## config.mk

```make
export PLATFORM = sky130hd
export DESIGN_NAME = fsiu_top
export DESIGN_NICKNAME = d
export VERILOG_FILES = /design/src/core/fsiu_pkg.sv /design/src/core/fsiu_top.sv
export SDC_FILE = /design/constraint.sdc
export NUM_CORES = 1
export LEC_CHECK = 0
export ABC_CLOCK_PERIOD_IN_PS = 2100
export BUFFER_PORTS_ARGS = -buffer_cell sky130_fd_sc_hd__clkbuf_2
export CAP_MARGIN = 15
export CORE_UTILIZATION = 30
export CTS_BUF_LIST = sky130_fd_sc_hd__clkbuf_8
export DETAILED_ROUTE_END_ITERATION = 10
export GPL_TIMING_DRIVEN = 0
export HOLD_SLACK_MARGIN = 0.02
export SLEW_MARGIN = 30
export SYNTH_ARGS = -nofsm -noshare
export SYNTH_HDL_FRONTEND = slang
export SYNTH_SLANG_ARGS = --single-unit
```

## constraint.sdc

```tcl
create_clock -name clock -period 2.1 [get_ports clock]
set_clock_uncertainty 0.2 [all_clocks]
set_input_delay 0 -clock clock [delete_from_list [all_inputs] [get_ports clock]]
set_output_delay 0 -clock clock [all_outputs]
set_load 0.01 [all_outputs]
```

## src/core/fsiu_pkg.sv

```systemverilog
// package of constants and carrier types for the four source interrupt unit
`default_nettype none
package fsiu_pkg;
  // ****************************************
  // register map
  // ****************************************
  localparam logic [7:0] ADDR_EDGE   = 8'hBF;
  localparam logic [7:0] ADDR_REQ    = 8'hC8;
  localparam logic [7:0] ADDR_EN     = 8'hC9;
  localparam logic [7:0] ADDR_STK    = 8'hDF;
  localparam logic [7:0] SRC_MASK    = 8'h53;
  localparam int         BIT_PIN0    = 0;
  localparam int         BIT_PIN1    = 1;
  localparam int         BIT_TMRA    = 4;
  localparam int         BIT_TMRB    = 6;
  localparam int         BIT_GIE     = 7;
  localparam logic [2:0] STK_RESET   = 3'h7;
  localparam logic [1:0] EDGE_RESET  = 2'h2;
  localparam logic [1:0] EDGE_RISE   = 2'h1;
  localparam logic [1:0] EDGE_FALL   = 2'h2;
  localparam logic [1:0] EDGE_BOTH   = 2'h3;
  localparam logic [11:0] VECTOR     = 12'h008;
  // processor flags bits kept out of the save buffer
  localparam logic [7:0] KEEP_MASK   = 8'hC0;

  typedef struct packed {
    logic [1:0] sync0;
    logic [1:0] sync1;
    logic       last0;
    logic       last1;
    logic [7:0] req;
    logic [7:0] en;
    logic [1:0] edge_sel;
    logic       global_interrupt_enable;
    logic [2:0] level;
    logic [7:0] save_acc;
    logic [7:0] save_flags;
    logic [7:0] rdata;
    logic       take;
    logic [11:0] pc;
    logic       pc_load;
    logic [7:0] acc_out;
    logic [7:0] flags_out;
    logic       restore;
  } fsiu_state_s;
endpackage
`default_nettype wire

```

## src/core/fsiu_top.sv

```systemverilog
// interrupt unit: flags, enables, global enable, vector entry, save buffer
`default_nettype none
module fsiu_top (
  // clock and reset
  input  wire logic        clock,
  input  wire logic        rst,
  // register port
  input  wire logic [7:0]  addr,
  input  wire logic [7:0]  wdata,
  input  wire logic        wr,
  input  wire logic        rd,
  output logic      [7:0]  rdata,
  // pins and timers
  input  wire logic        ext_pin0,
  input  wire logic        ext_pin1,
  input  wire logic        timer_a_ovf,
  input  wire logic        timer_b_ovf,
  // core sequencer
  input  wire logic        core_ready,
  input  wire logic        return_from_service,
  input  wire logic        push_req,
  input  wire logic        pop_req,
  input  wire logic [7:0]  accumulator,
  input  wire logic [7:0]  processor_flags,
  output logic             take_interrupt,
  output logic      [11:0] pc_load_value,
  output logic             pc_load,
  output logic      [2:0]  stack_level_bits,
  output logic      [7:0]  acc_restore,
  output logic      [7:0]  flags_restore,
  output logic             restore_valid,
  output logic             irq
);
  fsiu_pkg::fsiu_state_s s, n;
  logic [7:0] ev;
  logic       p0;
  logic       p1;
  logic       pending;

  // ****************************************
  // helpers
  // ****************************************
  // strobe aimed at one register
  function automatic logic write_hit(input logic       strobe,
                                     input logic [7:0] where,
                                     input logic [7:0] target);
    return strobe && (where == target);
  endfunction

  // trigger of the pin0 detector for the chosen edge
  function automatic logic edge_event(input logic [1:0] sel,
                                      input logic       now,
                                      input logic       prev);
    logic hit;
    hit = 1'b0;
    unique case (sel)
      fsiu_pkg::EDGE_RISE: hit = now & ~prev;
      fsiu_pkg::EDGE_FALL: hit = ~now & prev;
      fsiu_pkg::EDGE_BOTH: hit = now ^ prev;
      default:             hit = 1'b0;
    endcase
    return hit;
  endfunction

  // falling edge of a synchronised pin
  function automatic logic fall_event(input logic now,
                                      input logic prev);
    return ~now & prev;
  endfunction

  // read image of the edge select register
  function automatic logic [7:0] edge_image(input logic [1:0] sel);
    return {3'h0, sel, 3'h0};
  endfunction

  // read image of the stack and global enable register
  function automatic logic [7:0] stack_image(input logic       global_interrupt_enable,
                                             input logic [2:0] level);
    return {global_interrupt_enable, 4'h0, level};
  endfunction

  // processor flags with the kept bits taken from the live value
  function automatic logic [7:0] merge_flags(input logic [7:0] saved,
                                             input logic [7:0] live);
    return (saved & ~fsiu_pkg::KEEP_MASK) | (live & fsiu_pkg::KEEP_MASK);
  endfunction

  // ****************************************
  // next state
  // ****************************************
  always_comb begin
    n = s;
    p0 = s.sync0[1];
    p1 = s.sync1[1];
    n.sync0 = {s.sync0[0], ext_pin0};
    n.sync1 = {s.sync1[0], ext_pin1};
    n.last0 = p0;
    n.last1 = p1;
    ev = 8'h00;
    ev[fsiu_pkg::BIT_PIN0] = edge_event(s.edge_sel, p0,
                                        s.last0);
    ev[fsiu_pkg::BIT_PIN1] = fall_event(p1, s.last1);
    ev[fsiu_pkg::BIT_TMRA] = timer_a_ovf;
    ev[fsiu_pkg::BIT_TMRB] = timer_b_ovf;
    // register writes; a set event wins over a cleared bit
    if (write_hit(wr, addr, fsiu_pkg::ADDR_REQ))
      n.req = wdata & fsiu_pkg::SRC_MASK;
    if (write_hit(wr, addr, fsiu_pkg::ADDR_EN))
      n.en = wdata & fsiu_pkg::SRC_MASK;
    if (write_hit(wr, addr, fsiu_pkg::ADDR_EDGE))
      n.edge_sel = wdata[4:3];
    if (write_hit(wr, addr, fsiu_pkg::ADDR_STK)) begin
      n.global_interrupt_enable   = wdata[fsiu_pkg::BIT_GIE];
      n.level = wdata[2:0];
    end
    n.req = n.req | ev;
    // single vector entry, no priority among sources
    pending = |(s.req & s.en);
    n.take = 1'b0;
    n.pc_load = 1'b0;
    if (s.global_interrupt_enable && pending && core_ready && !s.take) begin
      n.take    = 1'b1;
      n.pc_load = 1'b1;
      n.pc      = fsiu_pkg::VECTOR;
      n.level   = s.level - 3'h1;
      n.global_interrupt_enable     = 1'b0;
    end else if (return_from_service) begin
      n.level = s.level + 3'h1;
      n.global_interrupt_enable   = 1'b1;
    end
    // one level save buffer
    n.restore = 1'b0;
    if (push_req) begin
      n.save_acc   = accumulator;
      n.save_flags = processor_flags & ~fsiu_pkg::KEEP_MASK;
    end
    if (pop_req) begin
      n.restore   = 1'b1;
      n.acc_out   = s.save_acc;
      n.flags_out = merge_flags(s.save_flags, processor_flags);
    end
    n.rdata = 8'h00;
    if (rd) begin
      unique case (addr)
        fsiu_pkg::ADDR_REQ:  n.rdata = s.req;
        fsiu_pkg::ADDR_EN:   n.rdata = s.en;
        fsiu_pkg::ADDR_EDGE: n.rdata = edge_image(s.edge_sel);
        fsiu_pkg::ADDR_STK:  n.rdata = stack_image(s.global_interrupt_enable, s.level);
        default:             n.rdata = 8'h00;
      endcase
    end
  end

  // ****************************************
  // state register
  // ****************************************
  always_ff @(posedge clock or posedge rst) begin
    if (rst) begin
      s          <= '0;
      s.level    <= fsiu_pkg::STK_RESET;
      s.edge_sel <= fsiu_pkg::EDGE_RESET;
      s.sync0    <= 2'h0;
      s.sync1    <= 2'h3;
      s.last1    <= 1'b1;
    end else begin
      s <= n;
    end
  end

  assign rdata            = s.rdata;
  assign take_interrupt   = s.take;
  assign pc_load_value    = s.pc;
  assign pc_load          = s.pc_load;
  assign stack_level_bits = s.level;
  assign acc_restore      = s.acc_out;
  assign flags_restore    = s.flags_out;
  assign restore_valid    = s.restore;
  assign irq              = s.take;

  // ****************************************
  // checks
  // ****************************************
  // entry and return
  a_entry_clears_gie: assert property (
    @(posedge clock) disable iff (rst)
    s.take |-> !s.global_interrupt_enable)
    else $error("gie not cleared on entry");

  a_entry_vector: assert property (
    @(posedge clock) disable iff (rst)
    s.take |-> s.pc == fsiu_pkg::VECTOR
               && s.level == $past(s.level) - 3'h1)
    else $error("bad vector entry");

  a_no_take_gie: assert property (
    @(posedge clock) disable iff (rst)
    s.take |-> $past(s.global_interrupt_enable))
    else $error("taken without gie");

  a_take_enabled: assert property (
    @(posedge clock) disable iff (rst)
    s.take |-> |($past(s.req) & $past(s.en)))
    else $error("disabled taken");

  a_return_sets_gie: assert property (
    @(posedge clock) disable iff (rst)
    (return_from_service && !n.take
     && !write_hit(wr, addr, fsiu_pkg::ADDR_STK)) |=> s.global_interrupt_enable)
    else $error("gie not set on return");

  a_return_level: assert property (
    @(posedge clock) disable iff (rst)
    (return_from_service && !n.take
     && !write_hit(wr, addr, fsiu_pkg::ADDR_STK))
    |=> s.level == $past(s.level) + 3'h1)
    else $error("level not raised on return");

  a_take_single: assert property (
    @(posedge clock) disable iff (rst)
    s.take |=> !s.take)
    else $error("entry longer than one cycle");

  a_take_ready: assert property (
    @(posedge clock) disable iff (rst)
    s.take |-> $past(core_ready))
    else $error("entry while core busy");

  a_load_pair: assert property (
    @(posedge clock) disable iff (rst)
    s.pc_load == s.take)
    else $error("pc load apart from entry");

  a_gie_blocks: assert property (
    @(posedge clock) disable iff (rst)
    !s.global_interrupt_enable |=> !s.take)
    else $error("entry with gie clear");

  a_none_enabled: assert property (
    @(posedge clock) disable iff (rst)
    ((s.req & s.en) == 8'h00) |=> !s.take)
    else $error("entry with nothing enabled");

  a_level_steady: assert property (
    @(posedge clock) disable iff (rst)
    (!n.take && !return_from_service
     && !write_hit(wr, addr, fsiu_pkg::ADDR_STK)) |=> $stable(s.level))
    else $error("level moved on its own");

  // request flags
  a_timer_a_flag: assert property (
    @(posedge clock) disable iff (rst)
    timer_a_ovf |=> s.req[fsiu_pkg::BIT_TMRA])
    else $error("timer a flag missing");

  a_timer_b_flag: assert property (
    @(posedge clock) disable iff (rst)
    timer_b_ovf |=> s.req[fsiu_pkg::BIT_TMRB])
    else $error("timer b flag missing");

  a_pin0_flag: assert property (
    @(posedge clock) disable iff (rst)
    ev[fsiu_pkg::BIT_PIN0] |=> s.req[fsiu_pkg::BIT_PIN0])
    else $error("pin0 flag missing");

  a_pin1_flag: assert property (
    @(posedge clock) disable iff (rst)
    ev[fsiu_pkg::BIT_PIN1] |=> s.req[fsiu_pkg::BIT_PIN1])
    else $error("pin1 flag missing");

  a_flag_sticky: assert property (
    @(posedge clock) disable iff (rst)
    (s.req[fsiu_pkg::BIT_PIN0]
     && !write_hit(wr, addr, fsiu_pkg::ADDR_REQ)) |=> s.req[0])
    else $error("flag dropped");

  a_flag_write: assert property (
    @(posedge clock) disable iff (rst)
    (write_hit(wr, addr, fsiu_pkg::ADDR_REQ) && ev == 8'h00)
    |=> s.req == ($past(wdata) & fsiu_pkg::SRC_MASK))
    else $error("flag write lost");

  a_req_layout: assert property (
    @(posedge clock) disable iff (rst)
    (s.req & ~fsiu_pkg::SRC_MASK) == 8'h00)
    else $error("flag outside source bits");

  a_flags_kept: assert property (
    @(posedge clock) disable iff (rst)
    !write_hit(wr, addr, fsiu_pkg::ADDR_REQ)
    |=> (s.req & $past(s.req)) == $past(s.req))
    else $error("flag cleared without a write");

  // edge detectors
  a_pin1_fall_only: assert property (
    @(posedge clock) disable iff (rst)
    (s.sync1[1] && !s.last1) |-> !ev[fsiu_pkg::BIT_PIN1])
    else $error("pin1 rising edge taken");

  a_pin1_fall_seen: assert property (
    @(posedge clock) disable iff (rst)
    (!s.sync1[1] && s.last1) |-> ev[fsiu_pkg::BIT_PIN1])
    else $error("pin1 falling edge missed");

  a_rise_only: assert property (
    @(posedge clock) disable iff (rst)
    (s.edge_sel == fsiu_pkg::EDGE_RISE && s.sync0[1] != s.last0)
    |-> ev[fsiu_pkg::BIT_PIN0] == s.sync0[1])
    else $error("pin0 rise select wrong");

  a_fall_only: assert property (
    @(posedge clock) disable iff (rst)
    (s.edge_sel == fsiu_pkg::EDGE_FALL && s.sync0[1] != s.last0)
    |-> ev[fsiu_pkg::BIT_PIN0] == s.last0)
    else $error("pin0 fall select wrong");

  a_both_edges: assert property (
    @(posedge clock) disable iff (rst)
    (s.edge_sel == fsiu_pkg::EDGE_BOTH && s.sync0[1] != s.last0)
    |-> ev[fsiu_pkg::BIT_PIN0])
    else $error("pin0 both select wrong");

  a_edge_reserved: assert property (
    @(posedge clock) disable iff (rst)
    (s.edge_sel == 2'h0) |-> !ev[fsiu_pkg::BIT_PIN0])
    else $error("pin0 trigger on reserved select");

  // register port
  a_enable_write: assert property (
    @(posedge clock) disable iff (rst)
    write_hit(wr, addr, fsiu_pkg::ADDR_EN)
    |=> s.en == ($past(wdata) & fsiu_pkg::SRC_MASK))
    else $error("enable write lost");

  a_edge_write: assert property (
    @(posedge clock) disable iff (rst)
    write_hit(wr, addr, fsiu_pkg::ADDR_EDGE)
    |=> s.edge_sel == $past(wdata[4:3]))
    else $error("edge select write lost");

  a_gie_write: assert property (
    @(posedge clock) disable iff (rst)
    (write_hit(wr, addr, fsiu_pkg::ADDR_STK) && !n.take
     && !return_from_service)
    |=> s.global_interrupt_enable == $past(wdata[fsiu_pkg::BIT_GIE]))
    else $error("global enable write lost");

  a_read_flags: assert property (
    @(posedge clock) disable iff (rst)
    (rd && addr == fsiu_pkg::ADDR_REQ) |=> rdata == $past(s.req))
    else $error("flag read wrong");

  a_read_enable: assert property (
    @(posedge clock) disable iff (rst)
    (rd && addr == fsiu_pkg::ADDR_EN) |=> rdata == $past(s.en))
    else $error("enable read wrong");

  // save buffer
  a_push_save: assert property (
    @(posedge clock) disable iff (rst)
    push_req |=> s.save_acc == $past(accumulator))
    else $error("accumulator not saved");

  a_pop_restore: assert property (
    @(posedge clock) disable iff (rst)
    pop_req |=> restore_valid && acc_restore == $past(s.save_acc))
    else $error("bad restore");

  a_pop_kept: assert property (
    @(posedge clock) disable iff (rst)
    pop_req |=> (flags_restore & fsiu_pkg::KEEP_MASK)
                == ($past(processor_flags) & fsiu_pkg::KEEP_MASK))
    else $error("status bits restored from buffer");

  c_entry: cover property (@(posedge clock) s.take);
  c_return: cover property (@(posedge clock) return_from_service);
  c_pin1_edge: cover property (@(posedge clock) ev[1]);
  c_restore: cover property (@(posedge clock) restore_valid);
  c_multi: cover property (@(posedge clock) s.take && s.req[4] && s.req[6]);
endmodule
`default_nettype wire

```

# Yosys cells after proc, flatten, opt, wreduce, memory -nomap -nowiden
# Cells that the tools add are included.
dict set report word_totals {
  word_cells 56
  in_bits 44
  ff_bits 66
  output_inout_bits 43
}
dict set report classes {
  reduce_logical 10
  eq_ne 7
  bitwise_logic 10
  addsub 2
  n_mux 9
}
# operator n
set ops {}
lappend ops {{$eq A8 B8 Y1 const B} 4}
lappend ops {{$pmux W8 S4} 1}
lappend ops {{$mux W8} 2}
lappend ops {{$mux W14} 1}
lappend ops {{$mux W4} 3}
lappend ops {{$and A8 B7 Y8} 1}
lappend ops {{$or A6 B8 Y8} 1}
lappend ops {{$or A8 B7 Y8} 1}
lappend ops {{$reduce_or A8 Y1} 1}
lappend ops {{$logic_and A1 B1 Y1} 7}
lappend ops {{$eq A2 B2 Y1 const B} 2}
lappend ops {{$add A3 B1 Y3 const B} 1}
lappend ops {{$and A1 B1 Y1} 3}
lappend ops {{$not A1 Y1} 3}
lappend ops {{$pmux W1 S3} 1}
lappend ops {{$reduce_bool A3 Y1} 1}
lappend ops {{$sub A3 B1 Y3 const B} 1}
lappend ops {{$eq A2 B1 Y1 const B} 1}
lappend ops {{$logic_not A1 Y1} 1}
lappend ops {{$mux W1} 1}
lappend ops {{$xor A1 B1 Y1} 1}

# Longest topological paths before layout
# Gate-level depths: netlist of run 1.
dict set report depth {
  ltp_word 6
  ltp_mapped 6
  ltp_nobuf 6
}

# Least setup slack after synthesis of run 1
# No wires, ideal clock.
dict set report synth_path {
  path_kind {reg-to-reg}
  start {register s[73] in the netlist's numbering}
  end {register s (netlist bit stack_level_bits[1])}
  path_stages_with_launch 6
  path_buffers 1
  required_ps 1809
  setup_time_ps 91
  slack_ps 464
  synth_period_minus_slack_ps 1636
  arrival_time_ps 1345
  path_cell_list {dfrtp_1 > a22oi_1 > a211oi_1 > clkbuf_1 > mux2_2 > o31ai_1}
}
dict set report synth_between {
  elab_chain_cells 6
  word_cells_on_any_way 7
  cone_classes {mux (1); bitwise (1); reduce/logical (5)}
}
# item line
set synth_lines {}
lappend synth_lines {{start: declaration} fsiu_top.sv:34} ;# fsiu_pkg::fsiu_state_s s, n;
lappend synth_lines {{start signal: assignment} fsiu_top.sv:166} ;# s <= n;
lappend synth_lines {{$and A8 B7 Y8 *} fsiu_top.sv:118} ;# pending = |(s.req & s.en);
lappend synth_lines {{$reduce_or A8 Y1 *} fsiu_top.sv:118}
lappend synth_lines {{$logic_and A1 B1 Y1 * (3 in series)} fsiu_top.sv:121} ;# if (s.global_interrupt_enable && pending && core_ready && !s.take) begin
lappend synth_lines {{$reduce_bool A3 Y1 (no source line) or $mux W4 (tied branches)} n/a}
# Every way passes the cells marked *; elsewhere a longest branch is shown, timed or not.
# A chain may end at the register's enable or synchronous reset.

# Worst setup path in the final report of run 1
dict set report layout_path {
  start {input addr[1]}
  end {register s[62] in the netlist's numbering}
}
dict set report layout_between {
  elab_chain_cells 2
}
# item line
set layout_lines {}
lappend layout_lines {{start: declaration} fsiu_top.sv:8} ;# input wire logic [7:0] addr,
lappend layout_lines {{$eq A8 B8 Y1} fsiu_top.sv:47} ;# return strobe && (where == target);
lappend layout_lines {{$logic_and A1 B1 Y1} fsiu_top.sv:47}
# No other way between the ends.

==> results of run 1 <==
final timing paths:
path / from / to / slack [ns] / cells past startpoint
max in group asynchronous: rst / n[80]$_DFF_PP1_ / 0.58 / 5
hold reg to reg: n[82]$_DFF_PP0_ / n[78]$_DFF_PP0_ / 0.15 / 0
setup / recovery: addr[1] / s[62]$_DFFE_PP0P_ / 0.17 / 6
hold / removal: addr[0] / s[70]$_DFF_PP0_ / 0.04 / 5
min in group asynchronous: rst / flags_restore[6]$_DFFE_PP0P_ / 0.56 / 4
setup reg to reg: s[67]$_DFFE_PP0P_ / stack_level_bits[1]$_DFFE_PP1P_ / 0.25 / 5
layout make-up:
type / instances / area [um^2]
Tap cell: 108 / 135
Buffer: 48 / 344
Clock buffer: 11 / 151
Sequential cell: 60 / 1510
Fill cell: 851 / 4850
Timing Repair Buffer: 124 / 891
Inverter: 11 / 43.8
Clock inverter: 5 / 21.3
Multi-Input combinational cell: 115 / 945
logic make-up (layout without fill, tap and decap cells):
kind of cell | count (synthesis) | count (layout) | share of synthesized area, %
compound gates | 16 | 16 | 4.07
buf+inv | 59 | 199 | 13.8
other cells | 1 | 12 | 0.134
fa+ha+maj | 4 | 4 | 1.79
xor+xnor | 2 | 2 | 0.626
simple gates | 35 | 35 | 7.38
flops | 60 | 60 | 54.0
mux | 46 | 46 | 18.3
routing by layer:
| metal | vias up | share of wire, % | track usage, % |
|---|---|---|---|
| met3 | 9 | 4.9 | 3.69 |
| li1 | 1002 | - | - |
| met1 | 970 | 46 | 16.9 |
| met2 | 52 | 47 | 19.9 |
| met5 | - | 0 | 0 |
| met4 | 0 | 1.3 | 5.17 |
sequential cells by signal (all words and copies together), names as in the netlist:
| name | count |
|---|---|
| s | 27 |
| acc_restore | 8 |
| flags_restore | 8 |
| rdata | 7 |
| n | 4 |
| stack_level_bits | 3 |
| pc_load | 1 |
| pc_load_value | 1 |
| restore_valid | 1 |
power breakdown:
group / internal, uW / switching (uW)
combinational: 376 / 247
sequential: 1290 / 81.6
clock: 476 / 423
critical path, stage by stage:
cell and delay [ns]:
clkbuf_2 0.12, or3_1 0.39, nor2_1 0.28, nand3_1 0.21, dlygate4sd3_1 0.66, mux2_2 0.29
synth_stat cells, drive strengths merged, types with 3 or more instances:
| library cell | number | area [um^2] |
|---|---|---|
| buf | 43 | 324 |
| mux2i | 5 | 50.1 |
| clkbuf | 5 | 20.0 |
| dfrtp | 53 | 1330 |
| nor2 | 9 | 33.8 |
| o21ai | 4 | 20.0 |
| mux2 | 41 | 462 |
| inv | 11 | 41.3 |
| and3 | 4 | 25.0 |
| dfstp | 7 | 184 |
| nand4b | 3 | 26.3 |
| a22oi | 5 | 37.5 |
| ha | 4 | 50.1 |
| nand3 | 3 | 15.0 |
| nand2 | 6 | 22.5 |
timing repair:
| action | CTS | global route |
|---|---|---|
| hold endpoints to repair | 101 | 0 |
| setup endpoints to repair | 0 | 0 |
| hold buffers | 51 | 0 |
| buffers inserted | 0 | 0 |
metrics by stage:
stage          total power [uW]  hold WS [ns]  instance area [um^2]  cells
2_1_floorplan              1760        -0.196                  2840    234
5_1_grt                    3070        0.0750                  4040    482
4_1_cts                    2940        0.0210                  4040    482
3_3_place_gp               1930        -0.111                  3340    414
3_5_place_dp               1960        -0.205                  3360    415
6_report                   2890        0.0356                  4040    482
==> results.cfg, run 1 <==
[setup_path]
worstPathRequired_ns = 2.11
crit_type = in -> reg
end_kind = flop
critPathMaxFanout = 6
cp-start-kind = primary input
critPathArrivalTime_ns = 1.94

[clocking]
worst_skew_pair.late_latency_ns = 0.34
cts_root_buf = clkbuf_8
cts_buffers = 9
cts_tree = done
clkSlewWorstSetupHoldPaths_ns = 0.06
clock-sinks = 60
post_cts_resized = 0
clock_path_buffers = 2
h-tree-depth = 3

[route]
via_count = 2033
routed_via_density = 4.22
drtIter0Drc = 69
antenna_left = 0
wl_um = 5760
routedWlPerCell_um = 12.0
drc = 0
drt-pass1-iter-count = 4

[cells_and_area]
area_delta_synth_final_pct = 44.4
fin_util_pct = 45.5
final_nets = 417
num_antenna_cells = 0
final_common_cell = clkbuf_2
mostFrequentLayoutCells = clkbuf_2, dfrtp_1, dlygate4sd3_1
drive_gt1_share_pct = 48.4

[synth]
ys_types = 35
synth_area_per_cell_um2 = 12.6
async_flop_share_pct = 100
synth-main-ff-cell = dfrtp_1
synth-edff-count = 0
synth_seq_cells = 60
synth_area_um2 = 2800
yosys_warnings = 0
seq_area_frac_synth_pct = 54.0
synth_cells = 223

[sta]
rsz0062_at_grt = no
period_minus_slack_ns = 1.93
slew_headroom_pct = 59.4
finalSetupViolations = 0
setup_tns_ns = 0
max_freq_mhz = 518
timing_hold_violations_final = 0
worst_pin_slew_ns = 0.608
slew_violations = 0
period_share_pct = 92.0
layout_setup_ws_ns = 0.168

[global_routing]
grt_pass1_vias = 1996
grt_max_degree = 37
grt_pass1_wl_um = 9580
grt_util_all_layers_pct = 12.8
grt-ovfl-total = 0
antenna_found_initial = 0

[placed_design]
dpl.hpwl_um = 4000
globalplace.congestion = 0.743
dp_slack_ns = 0.251
portBuffers = 72

[flow_run]
maxCapViolCount = 0

[floorplan]
fp-row-count = 34
core_um2 = 8890
ios = 87
die_width_um = 98.6
die_y_um = 98.6
initial_utilization_pct = 31.5
die_area_um2 = 9720

[pwr]
power.leakage_uw = 0.00201
powerDensity_nw_per_um2 = 716
peakVddDrop_v = 0.000344

[worst_hold_path]
hp-class = in -> reg

[status]
outcome = complete, no violations
(Power assumes the default switching activity.)
==> run 2, diff against run 1 <==
Settings changed: CORE_MARGIN from default to 2.
==> run 2 against run 1 <==
  * First-iteration DRC count down 33%
  * Critical path depth unchanged
  * Worst setup slack improved by 0.016 ns
  * Via count shrank 1.5%
  * Routed wire length down 4.2%
  * Power is 0.94% higher
  * Register-to-register slack about the same
  * Utilization shrank 1.3 points
  * Combinational power down 1%
  * Critical path type unchanged
  * Cell area hardly changed
  * Highest routed layer unchanged
  * Largest cell class unchanged
  * Sequential share of layout area is essentially flat
  * Maximum frequency is 0.85% higher
==> results.cfg, run 2 (synthesized netlist as in run 1, its figures left out) <==
[route]
via_count = 2002
drc = 0
drtIter0Drc = 46
routedWlPerCell_um = 11.4
drt-pass1-iter-count = 4
antenna_left = 0
wl_um = 5520
routed_via_density = 4.14

[sta]
period_share_pct = 91.2
layout_setup_ws_ns = 0.184
max_freq_mhz = 522
finalSetupViolations = 0
slew_headroom_pct = 58.0
worst_pin_slew_ns = 0.630
rsz0062_at_grt = no
setup_tns_ns = 0
slew_violations = 0
timing_hold_violations_final = 0
period_minus_slack_ns = 1.92

[floorplan]
core_um2 = 9150
die_y_um = 101
ios = 87
die_area_um2 = 10100
die_width_um = 101
initial_utilization_pct = 30.6
fp-row-count = 35

[global_routing]
met3_usage_pct = 4.09
grt_busiest_layer = met2
grt-ovfl-total = 0
use_met2_pct = 18.8
grt_pass1_wl_um = 9270
grt_util_met1_pct = 14.7
grt_util_all_layers_pct = 11.9
grt_max_degree = 34
grt_pass1_vias = 2063
antenna_found_initial = 0

[cells_and_area]
stdcell_count = 484
largest_reg_flops = 27
drive_gt1_share_pct = 48.8
mostFrequentLayoutCells = clkbuf_2, dfrtp_1, dlygate4sd3_1
multi_input_area_um2 = 945
fin_util_pct = 44.2
num_antenna_cells = 0
area.sequential_um2 = 1510
fillerInstances = 871
area_delta_synth_final_pct = 44.5
regMostFlops = s
final_nets = 416
final_common_cell = clkbuf_2

[worst_hold_path]
hold_depth = 5
worstHoldEndpoint = s[70]$_DFF_PP0_
hp-class = in -> reg
min_from = addr[0]

[setup_path]
startpoint = addr[1]
crit_type = in -> reg
reg2reg_from = s[73]$_DFF_PP0_
worstPathRequired_ns = 2.12
max_stage_delay_ns = 0.65
end_kind = flop
cp-start-kind = primary input
critPathMaxFanout = 6
reg2reg_depth = 5
reg2reg_to = stack_level_bits[1]$_DFFE_PP1P_
crit_chain = clkbuf_2, or3_1, nor2_1, nand3_1, dlygate4sd3_1, mux2_2
crit_slowest_cell = dlygate4sd3_1
reg2reg_setup_slack_ns = 0.25
critPathArrivalTime_ns = 1.93

[placed_design]
dp.cells = 418
globalplace.congestion = 0.785
dpl.hpwl_um = 3920
portBuffers = 72
dp_slack_ns = 0.276

[pwr]
peakVddDrop_v = 0.000351
powerDensity_nw_per_um2 = 722
power.leakage_uw = 0.00200
totalPowerFinal_uw = 2920

[clocking]
clock_path_buffers = 2
cts_tree = done
postCtsSetupBuffers = 0
cts_root_buf = clkbuf_8
cts_buffers = 9
clkSlewWorstSetupHoldPaths_ns = 0.06
h-tree-depth = 3
clock-sinks = 60
worst_skew_pair.late_latency_ns = 0.34

[flow_run]
maxCapViolCount = 0

[status]
outcome = complete, no violations
## run 2: cell count changes in the layout (fill, tap and decap cells not counted)
| cell | before | now |
|---|---|---|
| clkbuf_8 | 11 | 12 |
| dlygate4sd3_1 | 51 | 50 |
| inv_1 | 13 | 12 |
## run 2: critical path, delay by kind of cell
kind | cells | cell delay [ns]
muxes | 1 | 0.30
buffers and inverters | 2 | 0.76
and+or+nand+nor | 3 | 0.88
## run 2: worst max-delay path by stage
stage,to,slack (ns),depth (start not counted)
after floorplan,acc_restore[0]$_DFFE_PP0P_,0.43,1
after global placement,acc_restore[5]$_DFFE_PP0P_,-0.37,2
after detailed placement,stack_level_bits[1]$_DFFE_PP1P_,0.28,5
after CTS,flags_restore[6]$_DFFE_PP0P_,0.18,5
after global routing,flags_restore[6]$_DFFE_PP0P_,0.11,5
final,s[61]$_DFFE_PP0P_,0.18,6
## run 2: metrics by stage
step | cell area [um^2] | hold WS [ns]
floorplan | 2840 | -0.196
global placement | 3340 | -0.110
detailed placement | 3360 | -0.199
CTS | 4050 | 0.0226
global route | 4050 | 0.0615
finish | 4050 | 0.0306
## run 2: area by class of cell
cell class,instances,area share [%]
flip-flops and latches,60,37.3
inverters,11,1.08
multi-input cells,115,23.4
plain buffers,48,8.51
clock inverters,4,0.433
clock buffers,12,4.08
well taps,111,3.43
repair buffers,123,21.8
## run 2: repair_timing
| item | CTS | global route |
|---|---|---|
| hold buffers | 50 | 0 |
| gates resized for setup | 0 | 0 |
| hold endpoints to repair | 101 | 0 |
## run 2: where the power goes
part           internal [uW]  total, uW  switching, uW
Combinational            375        616            241
Sequential              1290       1370           81.3
Clock                    512        933            421
## run 2: routing by layer
layer	vias up	wire length [um]
met1	946	2510
met5	-	0
li1	997	-
met3	8	271
met4	0	76
met2	51	2660
==> run 3, diff against run 2 <==
Settings changed: CAP_MARGIN 15 to 0, MAX_ROUTING_LAYER from default to met4.
==> run 3 against run 2 <==
  * Hold slack got worse by 0.0014 ns
  * Power is 0.15% higher
  * Sequential share of layout area did not move
  * Non-clock buffer count is the same
  * Via count grew 0.50%
  * Final cell count is the same
  * First-iteration DRC count up 4.3%
  * Critical path type unchanged
  * Critical endpoint is now flags_restore[6]$_DFFE_PP0P_
  * Largest cell class unchanged
==> results.cfg, run 3 (synthesized netlist as in run 1, its figures left out) <==
[status]
outcome = complete, no violations

[route]
via_count = 2012
routedWlPerCell_um = 11.5
drc = 0
antenna_left = 0
wl_um = 5550
drtIter0Drc = 48
routed_via_density = 4.16
drt-pass1-iter-count = 4

[global_routing]
antenna_found_initial = 0
grt_max_degree = 34
grt_pass1_vias = 2065
grt_pass1_wl_um = 9280
grt-ovfl-total = 0
grt_util_all_layers_pct = 12.2

[sta]
period_share_pct = 91.9
worst_pin_slew_ns = 0.636
slew_violations = 0
timing_hold_violations_final = 0
finalSetupViolations = 0
setup_tns_ns = 0
max_freq_mhz = 518
period_minus_slack_ns = 1.93
slew_headroom_pct = 57.6
rsz0062_at_grt = no
layout_setup_ws_ns = 0.170
hold_slack_ns = 0.0292

[setup_path]
reg2reg_from = s[73]$_DFF_PP0_
cp-start-kind = primary input
critPathMaxFanout = 10
end_kind = flop
worst_path_dominant_cell_family = buffers and inverters
max_stage_delay_ns = 0.55
startpoint = pop_req
crit_type = in -> reg
crit_chain = dlygate4sd3_1, clkbuf_2, clkbuf_1, clkbuf_1, mux2_2
critPathArrivalTime_ns = 1.94
worstPathRequired_ns = 2.11
crit_top_cell = clkbuf_1
crit_slowest_cell = dlygate4sd3_1
path_buf_inv = 4

[clocking]
postCtsSetupBuffers = 0
clkSlewWorstSetupHoldPaths_ns = 0.06
cts_root_buf = clkbuf_8
clock_path_buffers = 2
clock-sinks = 60
h-tree-depth = 3
worst_skew_pair.late_latency_ns = 0.34
hold_buffers = 50
cts_buffers = 9
cts_tree = done
post_cts_resized = 0

[worst_hold_path]
min_from = addr[0]
hp-class = in -> reg

[floorplan]
die_area_um2 = 10100
die_y_um = 101
fp-row-count = 35
die_width_um = 101
initial_utilization_pct = 30.6
ios = 87
core_um2 = 9150

[pwr]
power.leakage_uw = 0.00200
peakVddDrop_v = 0.000352
powerDensity_nw_per_um2 = 723

[flow_run]
maxCapViolCount = 0

[cells_and_area]
final_nets = 416
mostFrequentLayoutCells = clkbuf_2, dfrtp_1, dlygate4sd3_1
final_common_cell = clkbuf_2
largest_reg_flops = 27
regMostFlops = s
drive_gt1_share_pct = 48.8
num_antenna_cells = 0
area_delta_synth_final_pct = 44.5
postLayoutCellArea_um2 = 4050

[placed_design]
portBuffers = 72
dp_slack_ns = 0.276
globalplace.congestion = 0.796
dpl.hpwl_um = 3920
place_area_um2 = 3360
run 3: final timing paths:
kind / endpoint / slack [ns] / depth (start not counted)
worst max register to register: stack_level_bits[1]$_DFFE_PP1P_ / 0.26 / 5
worst min-delay path: s[70]$_DFF_PP0_ / 0.03 / 5
max in group asynchronous: stack_level_bits[0]$_DFFE_PP1P_ / 0.56 / 5
min in group asynchronous: s[43]$_DFFE_PP0P_ / 0.57 / 4
worst min register to register: n[78]$_DFF_PP0_ / 0.16 / 0
worst max-delay path: flags_restore[6]$_DFFE_PP0P_ / 0.17 / 5
run 3: final cells by class:
cell class	count	area (um^2)
Fill cell	871	5110
Timing Repair Buffer	123	881
Multi-Input combinational cell	115	945
Clock inverter	4	17.5
Sequential cell	60	1510
Tap cell	111	139
Buffer	48	344
Inverter	11	43.8
Clock buffer	12	165
run 3: worst min-delay path, stage by stage:
cell and delay (ns):
buf_6 0.09, or4_1 0.10, buf_2 0.17, mux2i_1 0.09
o21ai_0 0.06
run 3: power by group:
part	switching [uW]	total, uW	internal, uW
logic	241	616	375
registers	80.8	1370	1290
clock network	426	938	512
total	748	2920	2180
run 3: metrics by stage:
step / total power [uW] / std cells / utilization (%)
finish: 2920 / 484 / 44.2
global placement: 1930 / 417 / 36.5
detailed placement: 1950 / 418 / 36.7
floorplan: 1760 / 234 / -
global route: 3110 / 484 / 44.2
CTS: 2990 / 484 / 44.2
run 3: metal layers:
layer / track usage (%) / part of all wire [%]
met1: 14.9 / 45
met2: 18.8 / 48
met3: 3.81 / 4.8
met4: 5.27 / 1.3
met5: - / 0
